$ cat src/core/sarc_params.svh
// timing counts and field constants for the converter readout control
`ifndef SARC_PARAMS_SVH
`define SARC_PARAMS_SVH
`define SARC_CLK_PERIOD_NS     8
`define SARC_RESULT_W          16
`define SARC_HALF_W            8
`define SARC_FIFO_DEPTH        16
`define SARC_CONV_MIN_NS       340
`define SARC_BUSY_MAX_NS       370
`define SARC_ACQ_MIN_NS        100
`define SARC_ABORT_MIN_NS      60
`define SARC_ABORT_MAX_NS      340
// busy-high length: longest time rounds down
`define SARC_CONV_CYC          (`SARC_BUSY_MAX_NS / `SARC_CLK_PERIOD_NS)
// least times round up
`define SARC_ACQ_CYC           ((`SARC_ACQ_MIN_NS + `SARC_CLK_PERIOD_NS - 1) / `SARC_CLK_PERIOD_NS)
`define SARC_ABORT_MIN_CYC     ((`SARC_ABORT_MIN_NS + `SARC_CLK_PERIOD_NS - 1) / `SARC_CLK_PERIOD_NS)
`define SARC_ABORT_MAX_CYC     (`SARC_ABORT_MAX_NS / `SARC_CLK_PERIOD_NS)
`define SARC_LOW_FILL          8'hff
`define SARC_RESET_RESULT      16'h0000
`endif

$ cat src/core/sarc_pkg.sv
// types for the converter readout control
package sarc_pkg;
  typedef enum logic [1:0] {
    SARC_IDLE,
    SARC_ACQUIRE,
    SARC_CONVERT
  } sarc_phase_t;
endpackage : sarc_pkg

$ cat src/core/sarc_fifo_if.sv
// handshake bundle between the converter core and the result fifo
`timescale 1ns/10ps
interface sarc_fifo_if #(parameter int WIDTH = 16);
  logic             valid;
  logic             ready;
  logic [WIDTH-1:0] data;
  modport src (output valid, output data, input ready);
  modport snk (input valid, input data, output ready);
endinterface : sarc_fifo_if

$ cat src/core/sarc_fifo.sv
// parameterised result fifo with valid and ready on both sides
`timescale 1ns/10ps
module sarc_fifo #(
  parameter int WIDTH = 16,
  parameter int DEPTH = 16
) (
  input  wire logic             clk,
  input  wire logic             sys_rst,
  sarc_fifo_if.snk              wr,
  output logic                  out_valid,
  input  wire logic             out_ready,
  output logic [WIDTH-1:0]      out_data
);
  localparam int AW = $clog2(DEPTH);
  typedef struct packed {
    logic [AW-1:0] rd_ptr;
    logic [AW-1:0] wr_ptr;
    logic [AW:0]   count;
  } sarc_fifo_state_t;
  sarc_fifo_state_t st;
  sarc_fifo_state_t next_st;
  logic [WIDTH-1:0] mem [DEPTH];
  logic             push;
  logic             pop;

  assign wr.ready  = (st.count != DEPTH[AW:0]);
  assign out_valid = (st.count != '0);
  assign push      = wr.valid && wr.ready;
  assign pop       = out_valid && out_ready;
  assign out_data  = mem[st.rd_ptr];

  always_comb begin
    next_st = st;
    if (push) begin
      next_st.wr_ptr = (st.wr_ptr == AW'(DEPTH - 1)) ? '0 : st.wr_ptr + 1'b1;
    end
    if (pop) begin
      next_st.rd_ptr = (st.rd_ptr == AW'(DEPTH - 1)) ? '0 : st.rd_ptr + 1'b1;
    end
    if (push && !pop) begin
      next_st.count = st.count + 1'b1;
    end else if (pop && !push) begin
      next_st.count = st.count - 1'b1;
    end
  end

  always_ff @(posedge clk) begin
    if (sys_rst) begin
      st <= '0;
    end else begin
      st <= next_st;
    end
    if (push) begin
      mem[st.wr_ptr] <= wr.data;
    end
  end
endmodule : sarc_fifo

$ cat src/core/sarc_core.sv
// conversion control and parallel result readout for the sar converter
//
// Contract
// - convert strobe fall with chip select low ends acquisition, holds, starts conversion.
// - chip select falling edge starts the sampler acquisition period.
// - busy rises within 30 ns (5 V) or 40 ns (3 V) of strobe fall.
// - busy high for whole conversion, 340 to 370 ns, never over 370 ns.
// - busy drops within 5 ns (5 V) or 10 ns (3 V) of conversion end.
// - busy low at least 100 ns acquisition before the next conversion.
// - new result msbs valid within 10 ns (5 V) or 20 ns after end.
// - previous result stays latched until the minimum conversion time.
// - select and read low enable the bus with the latched result.
// - read or select high puts the bus in three-state within 20/30 ns.
// - half-select low gives bits 15..0; high gives bits 7..0 on pins 15..8.
// - half-select high drives all ones on the lower eight pins.
// - half-select change shows new data within 2..20 ns; changes 50 ns apart.
// - strobe fall or select fall 60..340 ns after start aborts conversion.
// - reset low aborts any conversion and clears the output latches.
// - sampling starts at busy fall with select low, else select fall.
// - reset held 25 ns; abort within 50 ns; resume within 20 ns.
`timescale 1ns/10ps
`include "sarc_params.svh"
module sarc_core #(
  parameter int RESULT_W   = `SARC_RESULT_W,
  parameter int FIFO_DEPTH = `SARC_FIFO_DEPTH
) (
  input  wire logic                clk,
  input  wire logic                sys_rst,
  input  wire logic                reset_n,
  input  wire logic                chip_select_n,
  input  wire logic                convert_strobe_n,
  input  wire logic                read_strobe_n,
  input  wire logic                half_select,
  output logic                     busy,
  output logic [RESULT_W-1:0]      result_bus_pins_o,
  output logic [RESULT_W-1:0]      result_bus_pins_oe_n,
  output logic                     sample_hold,
  input  wire logic [RESULT_W-1:0] sar_code,
  output logic                     code_valid,
  input  wire logic                code_ready,
  output logic [RESULT_W-1:0]      code_data,
  output logic                     sample_dropped
);
  localparam logic [5:0] CONV_CYC  = 6'(`SARC_CONV_CYC);
  localparam logic [5:0] ACQ_CYC   = 6'(`SARC_ACQ_CYC);
  localparam logic [5:0] AB_MIN    = 6'(`SARC_ABORT_MIN_CYC);
  localparam logic [5:0] AB_MAX    = 6'(`SARC_ABORT_MAX_CYC);
  localparam int         HW        = `SARC_HALF_W;

  typedef struct packed {
    sarc_pkg::sarc_phase_t phase;
    logic [5:0]            timer;
    logic [5:0]            acq_timer;
    logic                  cs_n_q;
    logic                  cv_n_q;
    logic                  busy;
    logic                  hold;
    logic [RESULT_W-1:0]   latch;
    logic [RESULT_W-1:0]   bus_o;
    logic                  bus_en;
    logic                  dropped;
  } sarc_state_t;

  sarc_state_t st;
  sarc_state_t next_st;
  sarc_fifo_if #(.WIDTH(RESULT_W)) res_q ();

  logic cs_fall;
  logic cv_fall;
  logic conv_done;
  logic in_reset;
  logic start_ok;
  logic abort_edge;

  // reset pin treated as synchronous like every other pin
  assign in_reset   = sys_rst || !reset_n;
  assign cs_fall    = st.cs_n_q && !chip_select_n;
  assign cv_fall    = st.cv_n_q && !convert_strobe_n && !chip_select_n;
  assign conv_done  = (st.phase == sarc_pkg::SARC_CONVERT) && (st.timer == CONV_CYC - 6'h01);
  // a start is taken only after the acquisition interval has run out
  assign start_ok   = (st.acq_timer >= ACQ_CYC);
  // an abort edge inside the window ends the running conversion with no result
  assign abort_edge = (st.phase == sarc_pkg::SARC_CONVERT) && (cv_fall || cs_fall)
                      && (st.timer >= AB_MIN) && (st.timer <= AB_MAX);

  assign res_q.valid = conv_done && !abort_edge;
  assign res_q.data  = sar_code;

  always_comb begin
    next_st        = st;
    next_st.cs_n_q = chip_select_n;
    next_st.cv_n_q = convert_strobe_n;
    if (st.acq_timer < ACQ_CYC) begin
      next_st.acq_timer = st.acq_timer + 6'h01;
    end
    case (st.phase)
      sarc_pkg::SARC_IDLE: begin
        next_st.hold = 1'b0;
        if (cs_fall) begin
          next_st.phase     = sarc_pkg::SARC_ACQUIRE;
          next_st.acq_timer = '0;
        end else if (cv_fall && start_ok) begin
          next_st.phase = sarc_pkg::SARC_CONVERT;
          next_st.timer = '0;
          next_st.busy  = 1'b1;
          next_st.hold  = 1'b1;
        end
      end
      sarc_pkg::SARC_ACQUIRE: begin
        next_st.hold = 1'b0;
        if (cv_fall && start_ok) begin
          next_st.phase = sarc_pkg::SARC_CONVERT;
          next_st.timer = '0;
          next_st.busy  = 1'b1;
          next_st.hold  = 1'b1;
        end
      end
      sarc_pkg::SARC_CONVERT: begin
        // fixed-length count from the start edge sets busy width
        next_st.timer = st.timer + 6'h01;
        if (abort_edge) begin
          next_st.phase     = sarc_pkg::SARC_ACQUIRE;
          next_st.busy      = 1'b0;
          next_st.hold      = 1'b0;
          next_st.acq_timer = '0;
        end else if (conv_done) begin
          // busy falls on the same edge that latches the new code
          next_st.busy      = 1'b0;
          next_st.hold      = 1'b0;
          next_st.latch     = sar_code;
          next_st.acq_timer = '0;
          // with select low sampling restarts at busy fall
          next_st.phase     = chip_select_n ? sarc_pkg::SARC_IDLE
                                            : sarc_pkg::SARC_ACQUIRE;
          next_st.dropped   = !res_q.ready;
        end
        // previous latch untouched until the conversion completes
      end
      default: begin
        next_st.phase = sarc_pkg::SARC_IDLE;
      end
    endcase
    // output path: select and read low enable the bus
    next_st.bus_en = !chip_select_n && !read_strobe_n;
    if (half_select) begin
      // lower byte folded onto the upper pins, ones below
      next_st.bus_o = {st.latch[HW-1:0], `SARC_LOW_FILL};
    end else begin
      next_st.bus_o = st.latch;
    end
    if (conv_done && !abort_edge) begin
      next_st.bus_o = half_select ? {sar_code[HW-1:0], `SARC_LOW_FILL} : sar_code;
    end
  end

  always_ff @(posedge clk) begin
    if (in_reset) begin
      // abort and clear the output latches regardless of select
      st        <= '0;
      st.phase  <= sarc_pkg::SARC_IDLE;
      st.latch  <= `SARC_RESET_RESULT;
      // select history starts low so select tied low gives no false fall after reset
      st.cs_n_q <= 1'b0;
      st.cv_n_q <= 1'b1;
      st.acq_timer <= ACQ_CYC;
    end else begin
      st <= next_st;
    end
  end

  assign busy                 = st.busy;
  assign sample_hold          = st.hold;
  assign result_bus_pins_o    = st.bus_o;
  assign result_bus_pins_oe_n = {RESULT_W{!st.bus_en}};
  assign sample_dropped       = st.dropped;

  // results also stream out; a full queue drops the sample and flags it
  sarc_fifo #(
    .WIDTH (RESULT_W),
    .DEPTH (FIFO_DEPTH)
  ) u_fifo (
    .clk       (clk),
    .sys_rst   (in_reset),
    .wr        (res_q.snk),
    .out_valid (code_valid),
    .out_ready (code_ready),
    .out_data  (code_data)
  );
endmodule : sarc_core

$ cat config.mk
export PLATFORM = sky130hd
export DESIGN_NAME = sarc_core
export DESIGN_NICKNAME = d
export VERILOG_FILES = /design/src/core/sarc_pkg.sv /design/src/core/sarc_fifo_if.sv /design/src/core/sarc_fifo.sv /design/src/core/sarc_core.sv
export VERILOG_INCLUDE_DIRS = /design/src /design/src/core
export SDC_FILE = /design/constraint.sdc
export NUM_CORES = 1
export LEC_CHECK = 0
export ABC_AREA = 0
export BUFFER_PORTS_ARGS = -buffer_cell sky130_fd_sc_hd__buf_2
export CAP_MARGIN = 10
export CORE_MARGIN = 1.5
export CORE_UTILIZATION = 25
export DETAILED_ROUTE_END_ITERATION = 10
export GPL_TIMING_DRIVEN = 0
export PLACE_DENSITY = 0.4
export SKIP_CTS_REPAIR_TIMING = 1
export SLEW_MARGIN = 20
export SYNTH_ARGS = -nofsm -noshare
export SYNTH_HDL_FRONTEND = slang
export SYNTH_HIERARCHICAL = 1
export SYNTH_SLANG_ARGS = --single-unit
$ cat constraint.sdc
create_clock -name clk -period 9.6 [get_ports clk]
set_input_delay 0.48 -clock clk [delete_from_list [all_inputs] [get_ports clk]]
set_output_delay 0.48 -clock clk [all_outputs]
set_load 0.1 [all_outputs]
## Word level (Yosys, flattened, before mapping)

Memories as Yosys holds them, arrays and structs flattened. A register that Yosys moved wholly into a read port is not among the register bits.
Cells that the tools add are included.

- Reduce and logical (&&, ||, !) cells: 33
- Bitwise logic cells: 1
- Eq/ne operators: 8
- Order comparisons: 4
- Add/sub/neg operators: 6
- Mux-type cells: 29

Operator list:

| kind | number |
|---|---|
| $mux 16 | 3 |
| $mux 6 | 5 |
| $mux 18 | 1 |
| $pmux 6 s3 | 1 |
| $mux 4 | 4 |
| $logic_and 1x1->1 | 14 |
| $add 6x1->6 const B | 2 |
| $ge 6x4->1 const B | 2 |
| $mux 2 | 6 |
| $pmux 2 s3 | 2 |
| $pmux 6 s2 | 1 |
| $mux 5 | 2 |
| $logic_not 1->1 | 9 |
| $add 4x1->4 const B | 2 |
| $eq 4x4->1 const B | 2 |
| $mux 8 | 1 |
| $eq 6x6->1 const B | 1 |
| $le 6x6->1 const B | 1 |
| $lt 6x4->1 const B | 1 |
| $reduce_and 3->1 | 2 |
| $add 5x1->5 const B | 1 |
| $ne 5x5->1 const B | 1 |
| $reduce_bool 5->1 | 1 |
| $sub 5x1->5 const B | 1 |
| 11 further kinds | 15 |

- Output and inout port bits: 52
- Word-level logic and storage cells: 96
- Flip-flop bits (word level): 65
- Input bits: 24
- Memory bits (writable): 256
- Memories kept: 1

Memory list:

| memory | depth | bits a word | rd ports | clocked after memory_dff | wr ports | line | text |
|---|---|---|---|---|---|---|---|
| u_fifo.mem | 16 | 16 | 1 | 1 | 1 | sarc_fifo.sv:22 | `logic [WIDTH-1:0] mem [DEPTH];` |

## Logic depth before layout (Yosys ltp)

Gate-level depths: netlist of run 1.

- Depth after elaboration: 14
- Gate-level depth with buffers: 15
- Mapped depth without buffers: 13

## By module

The synthesis of run 1 kept the hierarchy.

By module, submodules not included:

| module | area each (µm²) | instances | cells each | sequential area each (µm²) |
|---|---|---|---|---|
| sarc_fifo | 10516.3 | 1 | 506 | 8027.7 |
| sarc_core | 2427.3 | 1 | 260 | 1041.0 |

## Least setup slack after synthesis of run 1

OpenSTA, ideal clock, no wires.

- Path type: register to register
- Start: reg st[50] (netlist name)
- End: mem u_fifo.mem[0][0] (enable)
- Data arrival time: 2647 ps
- Setup time: 409 ps
- Cell stages (with the launch flop): 11
- Setup slack: 6543 ps
- Required time: 9191 ps
- Buffers on the path: 2
- Period minus slack after synthesis: 3057 ps
- Cell sequence: dfxtp_1 -> inv_1 -> ha_1 -> nand4_1 -> buf_4 -> buf_2 -> inv_1 -> o21ai_2 -> inv_2 -> nand2_1 -> nor3_1

- Cells in the longest elaborated chain, start to end: 9
- Elaborated cells between the ends (all ways): 10
- Those cells by class: 1 x eq/ne; 2 x mux; 7 x reduce/logical

RTL lines:

| item | line | text |
|---|---|---|
| start, declared | sarc_core.sv:64 | `sarc_state_t st;` |
| start signal, assigned | sarc_core.sv:167 | `st <= next_st;` |
| $eq 2x2->1 * | sarc_core.sv:79, sarc_core.sv:83 |  |
| $logic_and 1x1->1 | sarc_core.sv:83 | `assign abort_edge = (st.phase == sarc_pkg::SARC_CONVERT) && (cv_fall \|\| cs_fall)` |
| $logic_and 1x1->1 (2 in series) | sarc_core.sv:84 | `&& (st.timer >= AB_MIN) && (st.timer <= AB_MAX);` |
| $logic_not 1->1 | sarc_core.sv:86 | `assign res_q.valid = conv_done && !abort_edge;` |
| $logic_and 1x1->1 * | sarc_core.sv:86 |  |
| via res_q.valid | sarc_fifo_if.sv:4 | `logic valid;` |
| $logic_and 1x1->1 * | sarc_fifo.sv:28 | `assign push = wr.valid && wr.ready;` |
| via u_fifo.push | sarc_fifo.sv:23 | `logic push;` |
| $mux 1 * | sarc_fifo.sv:53 | `if (push) begin` |
| $mux 1 (not written as such) * | sarc_fifo.sv:54 | `mem[st.wr_ptr] <= wr.data;` |
| end, declared | sarc_fifo.sv:22 |  |

Mark *: on every way through the listed nets, which the timed path passes. The rest lies on a longest branch.

==> results of run 1 <==
-- sequential cells by signal, summed over array words and instances, names as in the netlist, named ones only --
name and count:
busy 1, st 33, result_bus_pins_o 16, u_fifo/st 13
sample_dropped 1, u_fifo/mem 256, sample_hold 1
-- per-stage QoR --
step | setup slack [ns] | area, um^2 | utilization [%] | power, mW | instances
CTS | 5.94 | 15500 | 30.4 | 3.01 | 1600
global route | 5.87 | 15500 | 30.4 | 3.07 | 1600
global placement | 4.92 | 14200 | 27.7 | 1.63 | 1520
finish | 6.07 | 15500 | 30.4 | 2.96 | 1600
floorplan | 6.54 | 12900 | - | 1.60 | 766
detailed placement | 6.16 | 14400 | 28.1 | 1.63 | 1534
-- path summary, 6_finish.rpt --
check                              startpoint      endpoint  slack, ns
worst min-delay path            read_strobe_n         st[1]       0.08
worst max-delay path                flip-flop  code_data[0]       6.07
worst max register to register         st[50]  u_fifo/st[4]       6.18
worst min register to register         st[43]        st[43]       0.48
-- placed cells by master, fill, tap and decap left out, types with 31 or more instances in the layout --
cell type,netlist,routed
buf_4,36,43
nor2_1,50,38
dfxtp_1,69,69
a22oi_1,32,32
mux4_2,64,64
clkbuf_1,18,31
buf_2,4,78
clkbuf_16,0,38
nand2_1,34,34
edfxtp_1,256,256
-- power by group --
group / switching [mW] / leakage (nW) / internal [mW]
clock network: 0.584 / 0.564 / 0.776
logic: 0.0623 / 1.82 / 0.0165
registers: 0.00186 / 2.86 / 1.52
-- per-layer routing --
metal	up-vias	track usage (%)	part of all wire (%)	routed length, um
li1	3216	-	-	-
met1	3466	16.6	47	14900
met2	134	19.4	47	14700
met3	34	2.54	4.1	1290
met4	0	3.04	1.7	531
met5	-	0	0	0
-- logic make-up after synthesis --
kind of cell / Yosys count / share of synthesized area [%]
and+or+nand+nor: 138 / 5.17
DFF: 325 / 70.1
xor gates and xnor gates: 7 / 0.474
buffers and inverters: 84 / 3.53
muxes: 95 / 13.5
AOI/OAI and AO/OA: 97 / 5.23
adders and majority gates: 20 / 1.99
-- final cells by class --
cell class / count / area share [%]
Multi-Input combinational cell: 357 / 22.5
Sequential cell: 325 / 58.4
Clock inverter: 10 / 0.620
Tap cell: 680 / 5.48
Clock buffer: 56 / 6.84
Inverter: 19 / 0.459
Timing Repair Buffer: 88 / 3.23
Buffer: 65 / 2.48
==> run_results.csv, run 1 <==
group,metric,value,unit
yosys,ys_ff_latch,325,
critical_path,path_cells,"clkbuf_2, clkbuf_1, mux4_2, a22oi_1, nand2_1, buf_2",
yosys,synth_cell_types,58,
route,drc,0,
clocking,numCtsBuffers,38,
critical_path,crit_required,9.12,ns
yosys,synth-async-reset-ratio,0,%
route,ant_nets,0,
critical_path,worstSetupEndpointType,"primary output",
finish,regArea,0.00907,mm^2
global_routing,antenna_found_initial,0,
die,die_x,231,um
finish,area_delta_synth_final,20.1,%
yosys,synth_top_area_share,59.4,%
yosys,yosysSeqAreaShare,70.1,%
clocking,clock_latency,0.57,ns
critical_path,critPathSlowestCell,"clkbuf_1",
die,coreArea,0.0512,mm^2
route,wirelength,31.4,mm
timing,finalSetupViolCount,0,
finish,layout-drive-gt1-share,29.7,%
yosys,yosysMostFrequentCell,"edfxtp_1",
clocking,cts_sinks,325,
finish,n_antenna_cell,0,
timing,setup-tns-final,0,ns
timing,timing.hold.ws,0.0807,ns
yosys,syn_inst,766,
finish,nFillCells,5044,
placement,gp_congestion,0.697,
route,drt-initial-drc-count,516,
die,die-area,0.0531,mm^2
clocking,root_buffer,"clkbuf_16",
die,rows,83,
power_and_ir_drop,power.static_leakage,5.24,nW
yosys,syn_nets,810,
clocking,clockBufferDepth,3,
global_routing,grt_overflow,0,
power_and_ir_drop,power_density,190,mW/mm^2
yosys,synth_common_cells,"256 x edfxtp_1, 69 x dfxtp_1, 64 x mux4_2",
critical_path,crit_cells,6,
timing,post-route-period-util,36.8,%
global_routing,grt_max_degree,18,
critical_path,cp_top_family,"buffers and inverters",
critical_path,crit_arrival,3.05,ns
yosys,netlist_top_cells_area,"edfxtp_1 59%, mux4_2 11%, dfxtp_1 11%",
die,ios,76,
timing,final_hold_viol_count,0,
timing,finalMaxSlewViolations,0,
yosys,ys_warn_count,6,
yosys,synth_edf_count,256,
power_and_ir_drop,peakVddDrop,0.0000934,V
yosys,yosys.area.top_type,"edfxtp_1",
timing,fin_crit,3.53,ns
global_routing,track_usage,12.1,%
route,via_per_inst,4.28,
yosys,synth-main-ff-cell,"edfxtp_1",
min_path,hold_path_depth,2,
critical_path,criticalPathCategory,"flip-flop to primary output",
placement,port_buffers,74,
clocking,cts_tree,"built",
critical_path,critPathLaunchType,"flip-flop",
timing,fmax,283,MHz
timing,clock_skew,0.0207,ns
critical_path,cp_num_buf_inv,3,
critical_path,crit_fanout,10,
clocking,cts.reportedPaths.clkPinSlew,0.06,ns
timing,max-slew-margin-rel,43.7,%
route,wl_per_cell,19.7,um
route,drtPass1Iterations,4,
placement,place_hpwl,20.7,mm
finish,multi_input_area,0.00350,mm^2
global_routing,grt_pass1_wl,47.8,mm
die,start_util,25.3,%
global_routing,grt_pass1_vias,7176,
min_path,hp-class,"input pin to flip-flop",
route,num_vias,6850,
critical_path,critical-path-max-stage-delay,0.67,ns
critical_path,reg2regPathDepth,15,
clocking,h-tree-depth,2,
flow_run,drv_cap,0,
timing,worst_slew_pin_slew,0.845,ns
finish,final_nets,938,
outcome,outcome,"finished, final reports clean",
die,die_height,231,um
timing,rsz0062_at_grt,"false",
yosys,synthesis.area,0.0129,mm^2
yosys,avgSynthCellArea,16.9,um^2
Power figures use the tool's default switching activity.
==> inputs of run 2 (changes only) <==
- clock period: 9.6 -> 3.6 ns (I/O delays scaled with it)
==> run 2 against run 1 <==
  * Final cell count up 0.25%
  * Largest power group unchanged
  * First-iteration DRC count decreased by 2.9%
  * Critical path depth stayed put
==> run_results.csv, run 2 (synthesis gave the netlist of run 1 again) <==
group,metric,value,unit
outcome,outcome,"finished, final reports clean",
global_routing,grt_max_degree,18,
timing,timing.hold.ws,0.0213,ns
power_and_ir_drop,p_sw,1.73,mW
global_routing,antenna_found_initial,0,
clocking,h-tree-depth,2,
critical_path,reg2regPathDepth,14,
route,wl_per_cell,19.6,um
global_routing,grt_overflow,0,
global_routing,track_usage,12.1,%
finish,top_register,"u_fifo/mem",
route,drc,0,
timing,fmax,310,MHz
finish,nFillCells,5044,
finish,final_common_cell,"edfxtp_1",
clocking,cts.reportedPaths.clkPinSlew,0.06,ns
placement,placed_area,0.0144,mm^2
route,ant_nets,0,
timing,max-slew-margin-rel,43.7,%
timing,post-route-period-util,89.6,%
global_routing,grt_pass1_vias,7176,
global_routing,grt_pass1_wl,47.8,mm
route,drt-initial-drc-count,501,
global_routing,top_usage_layer,"met2",
critical_path,crit_arrival,3.05,ns
timing,worst_slew_pin_slew,0.845,ns
die,die-area,0.0531,mm^2
power_and_ir_drop,p_total,7.90,mW
timing,clock_skew,0.0209,ns
min_path,hold_path_depth,1,
global_routing,grtUsageMet3,2.54,%
critical_path,crit_fanout,10,
finish,n_antenna_cell,0,
die,ios,76,
critical_path,criticalPathCategory,"flip-flop to primary output",
finish,layout-drive-gt1-share,29.4,%
placement,gp_congestion,0.697,
die,rows,83,
die,die_x,231,um
global_routing,use_met2,19.4,%
clocking,root_buffer,"clkbuf_16",
timing,finalSetupViolCount,0,
finish,final_cell_mix,"256 x edfxtp_1, 77 x buf_2, 69 x dfxtp_1",
clocking,numCtsBuffers,38,
placement,port_buffers,74,
die,start_util,25.3,%
finish,final_nets,942,
critical_path,worstSetupEndpointType,"primary output",
power_and_ir_drop,pwr-share-seq,51.4,%
global_routing,grt_use_met1,16.6,%
route,drtPass1Iterations,4,
clocking,clock_latency,0.57,ns
placement,place_hpwl,20.7,mm
timing,fin_crit,3.23,ns
finish,stdcell_area,0.0156,mm^2
min_path,hp-class,"input pin to flip-flop",
route,via_per_inst,4.27,
power_and_ir_drop,swShare,21.9,%
clocking,clockBufferDepth,3,
critical_path,timing.rr.start,"st[50]",
route,num_vias,6847,
route,wirelength,31.5,mm
power_and_ir_drop,p_int,6.17,mW
timing,finalMaxSlewViolations,0,
power_and_ir_drop,power_density,507,mW/mm^2
clocking,cts_sinks,325,
die,coreArea,0.0512,mm^2
power_and_ir_drop,pwr-share-clk,45.9,%
timing,final_hold_viol_count,0,
power_and_ir_drop,pwr-share-comb,2.7,%
clocking,cts_tree,"built",
power_and_ir_drop,peakVddDrop,0.000249,V
power_and_ir_drop,power.static_leakage,5.26,nW
die,die_height,231,um
finish,largest_reg_flops,256,
critical_path,crit_required,3.42,ns
timing,rsz0062_at_grt,"false",
critical_path,critPathLaunchType,"flip-flop",
finish,area_delta_synth_final,20.4,%
flow_run,drv_cap,0,
min_path,holdCritStartpoint,"sar_code[13]",
==> run 2: power by group through the flow <==
stage	Sequential [mW]	Clock, mW	Combinational, mW
after floorplan	4.14	0	0.119
after global placement	4.13	0	0.213
after detailed placement	4.13	0	0.215
after CTS	4.05	3.76	0.216
after global routing	4.05	3.89	0.234
final	4.05	3.63	0.213
==> run 2: layout make-up <==
cell class / count / area [um^2] / area share, %
inverters: 19 / 71.3 / 0.458
clock buffers: 56 / 1060 / 6.82
plain buffers: 64 / 380 / 2.44
repair buffers: 93 / 552 / 3.54
flip-flops and latches: 325 / 9070 / 58.2
well taps: 680 / 851 / 5.46
clock inverters: 10 / 96.3 / 0.618
multi-input cells: 357 / 3500 / 22.5
==> run 2: worst paths after layout <==
path	slack [ns]	end
setup / recovery	0.37	code_data[0]
hold / removal	0.02	u_fifo/mem[13][13]
setup reg to reg	0.40	u_fifo/st[4]
hold reg to reg	0.48	st[43]
==> run 2: per-stage QoR <==
stage	setup TNS [ns]	setup slack, ns	utilization [%]	cells
floorplan	0	0.543	-	766
global route	0	0.114	30.4	1604
detailed placement	0	0.162	28.1	1534
CTS	0	0.151	30.4	1600
global placement	-78.60	-1.08	27.7	1520
finish	0	0.373	30.4	1604
==> run 2: layer usage <==
metal / part of all wire [%] / up-vias
met5: 0 / -
met4: 1.7 / 0
met3: 4.1 / 34
met2: 47 / 130
met1: 47 / 3460
li1: - / 3223
==> run 2: critical path, cell delays in order (launching register included) <==
cell	delay [ns]
dfxtp_1	0.30
clkbuf_2	0.29
clkbuf_1	0.67
mux4_2	0.42
a22oi_1	0.32
nand2_1	0.16
buf_2	0.32
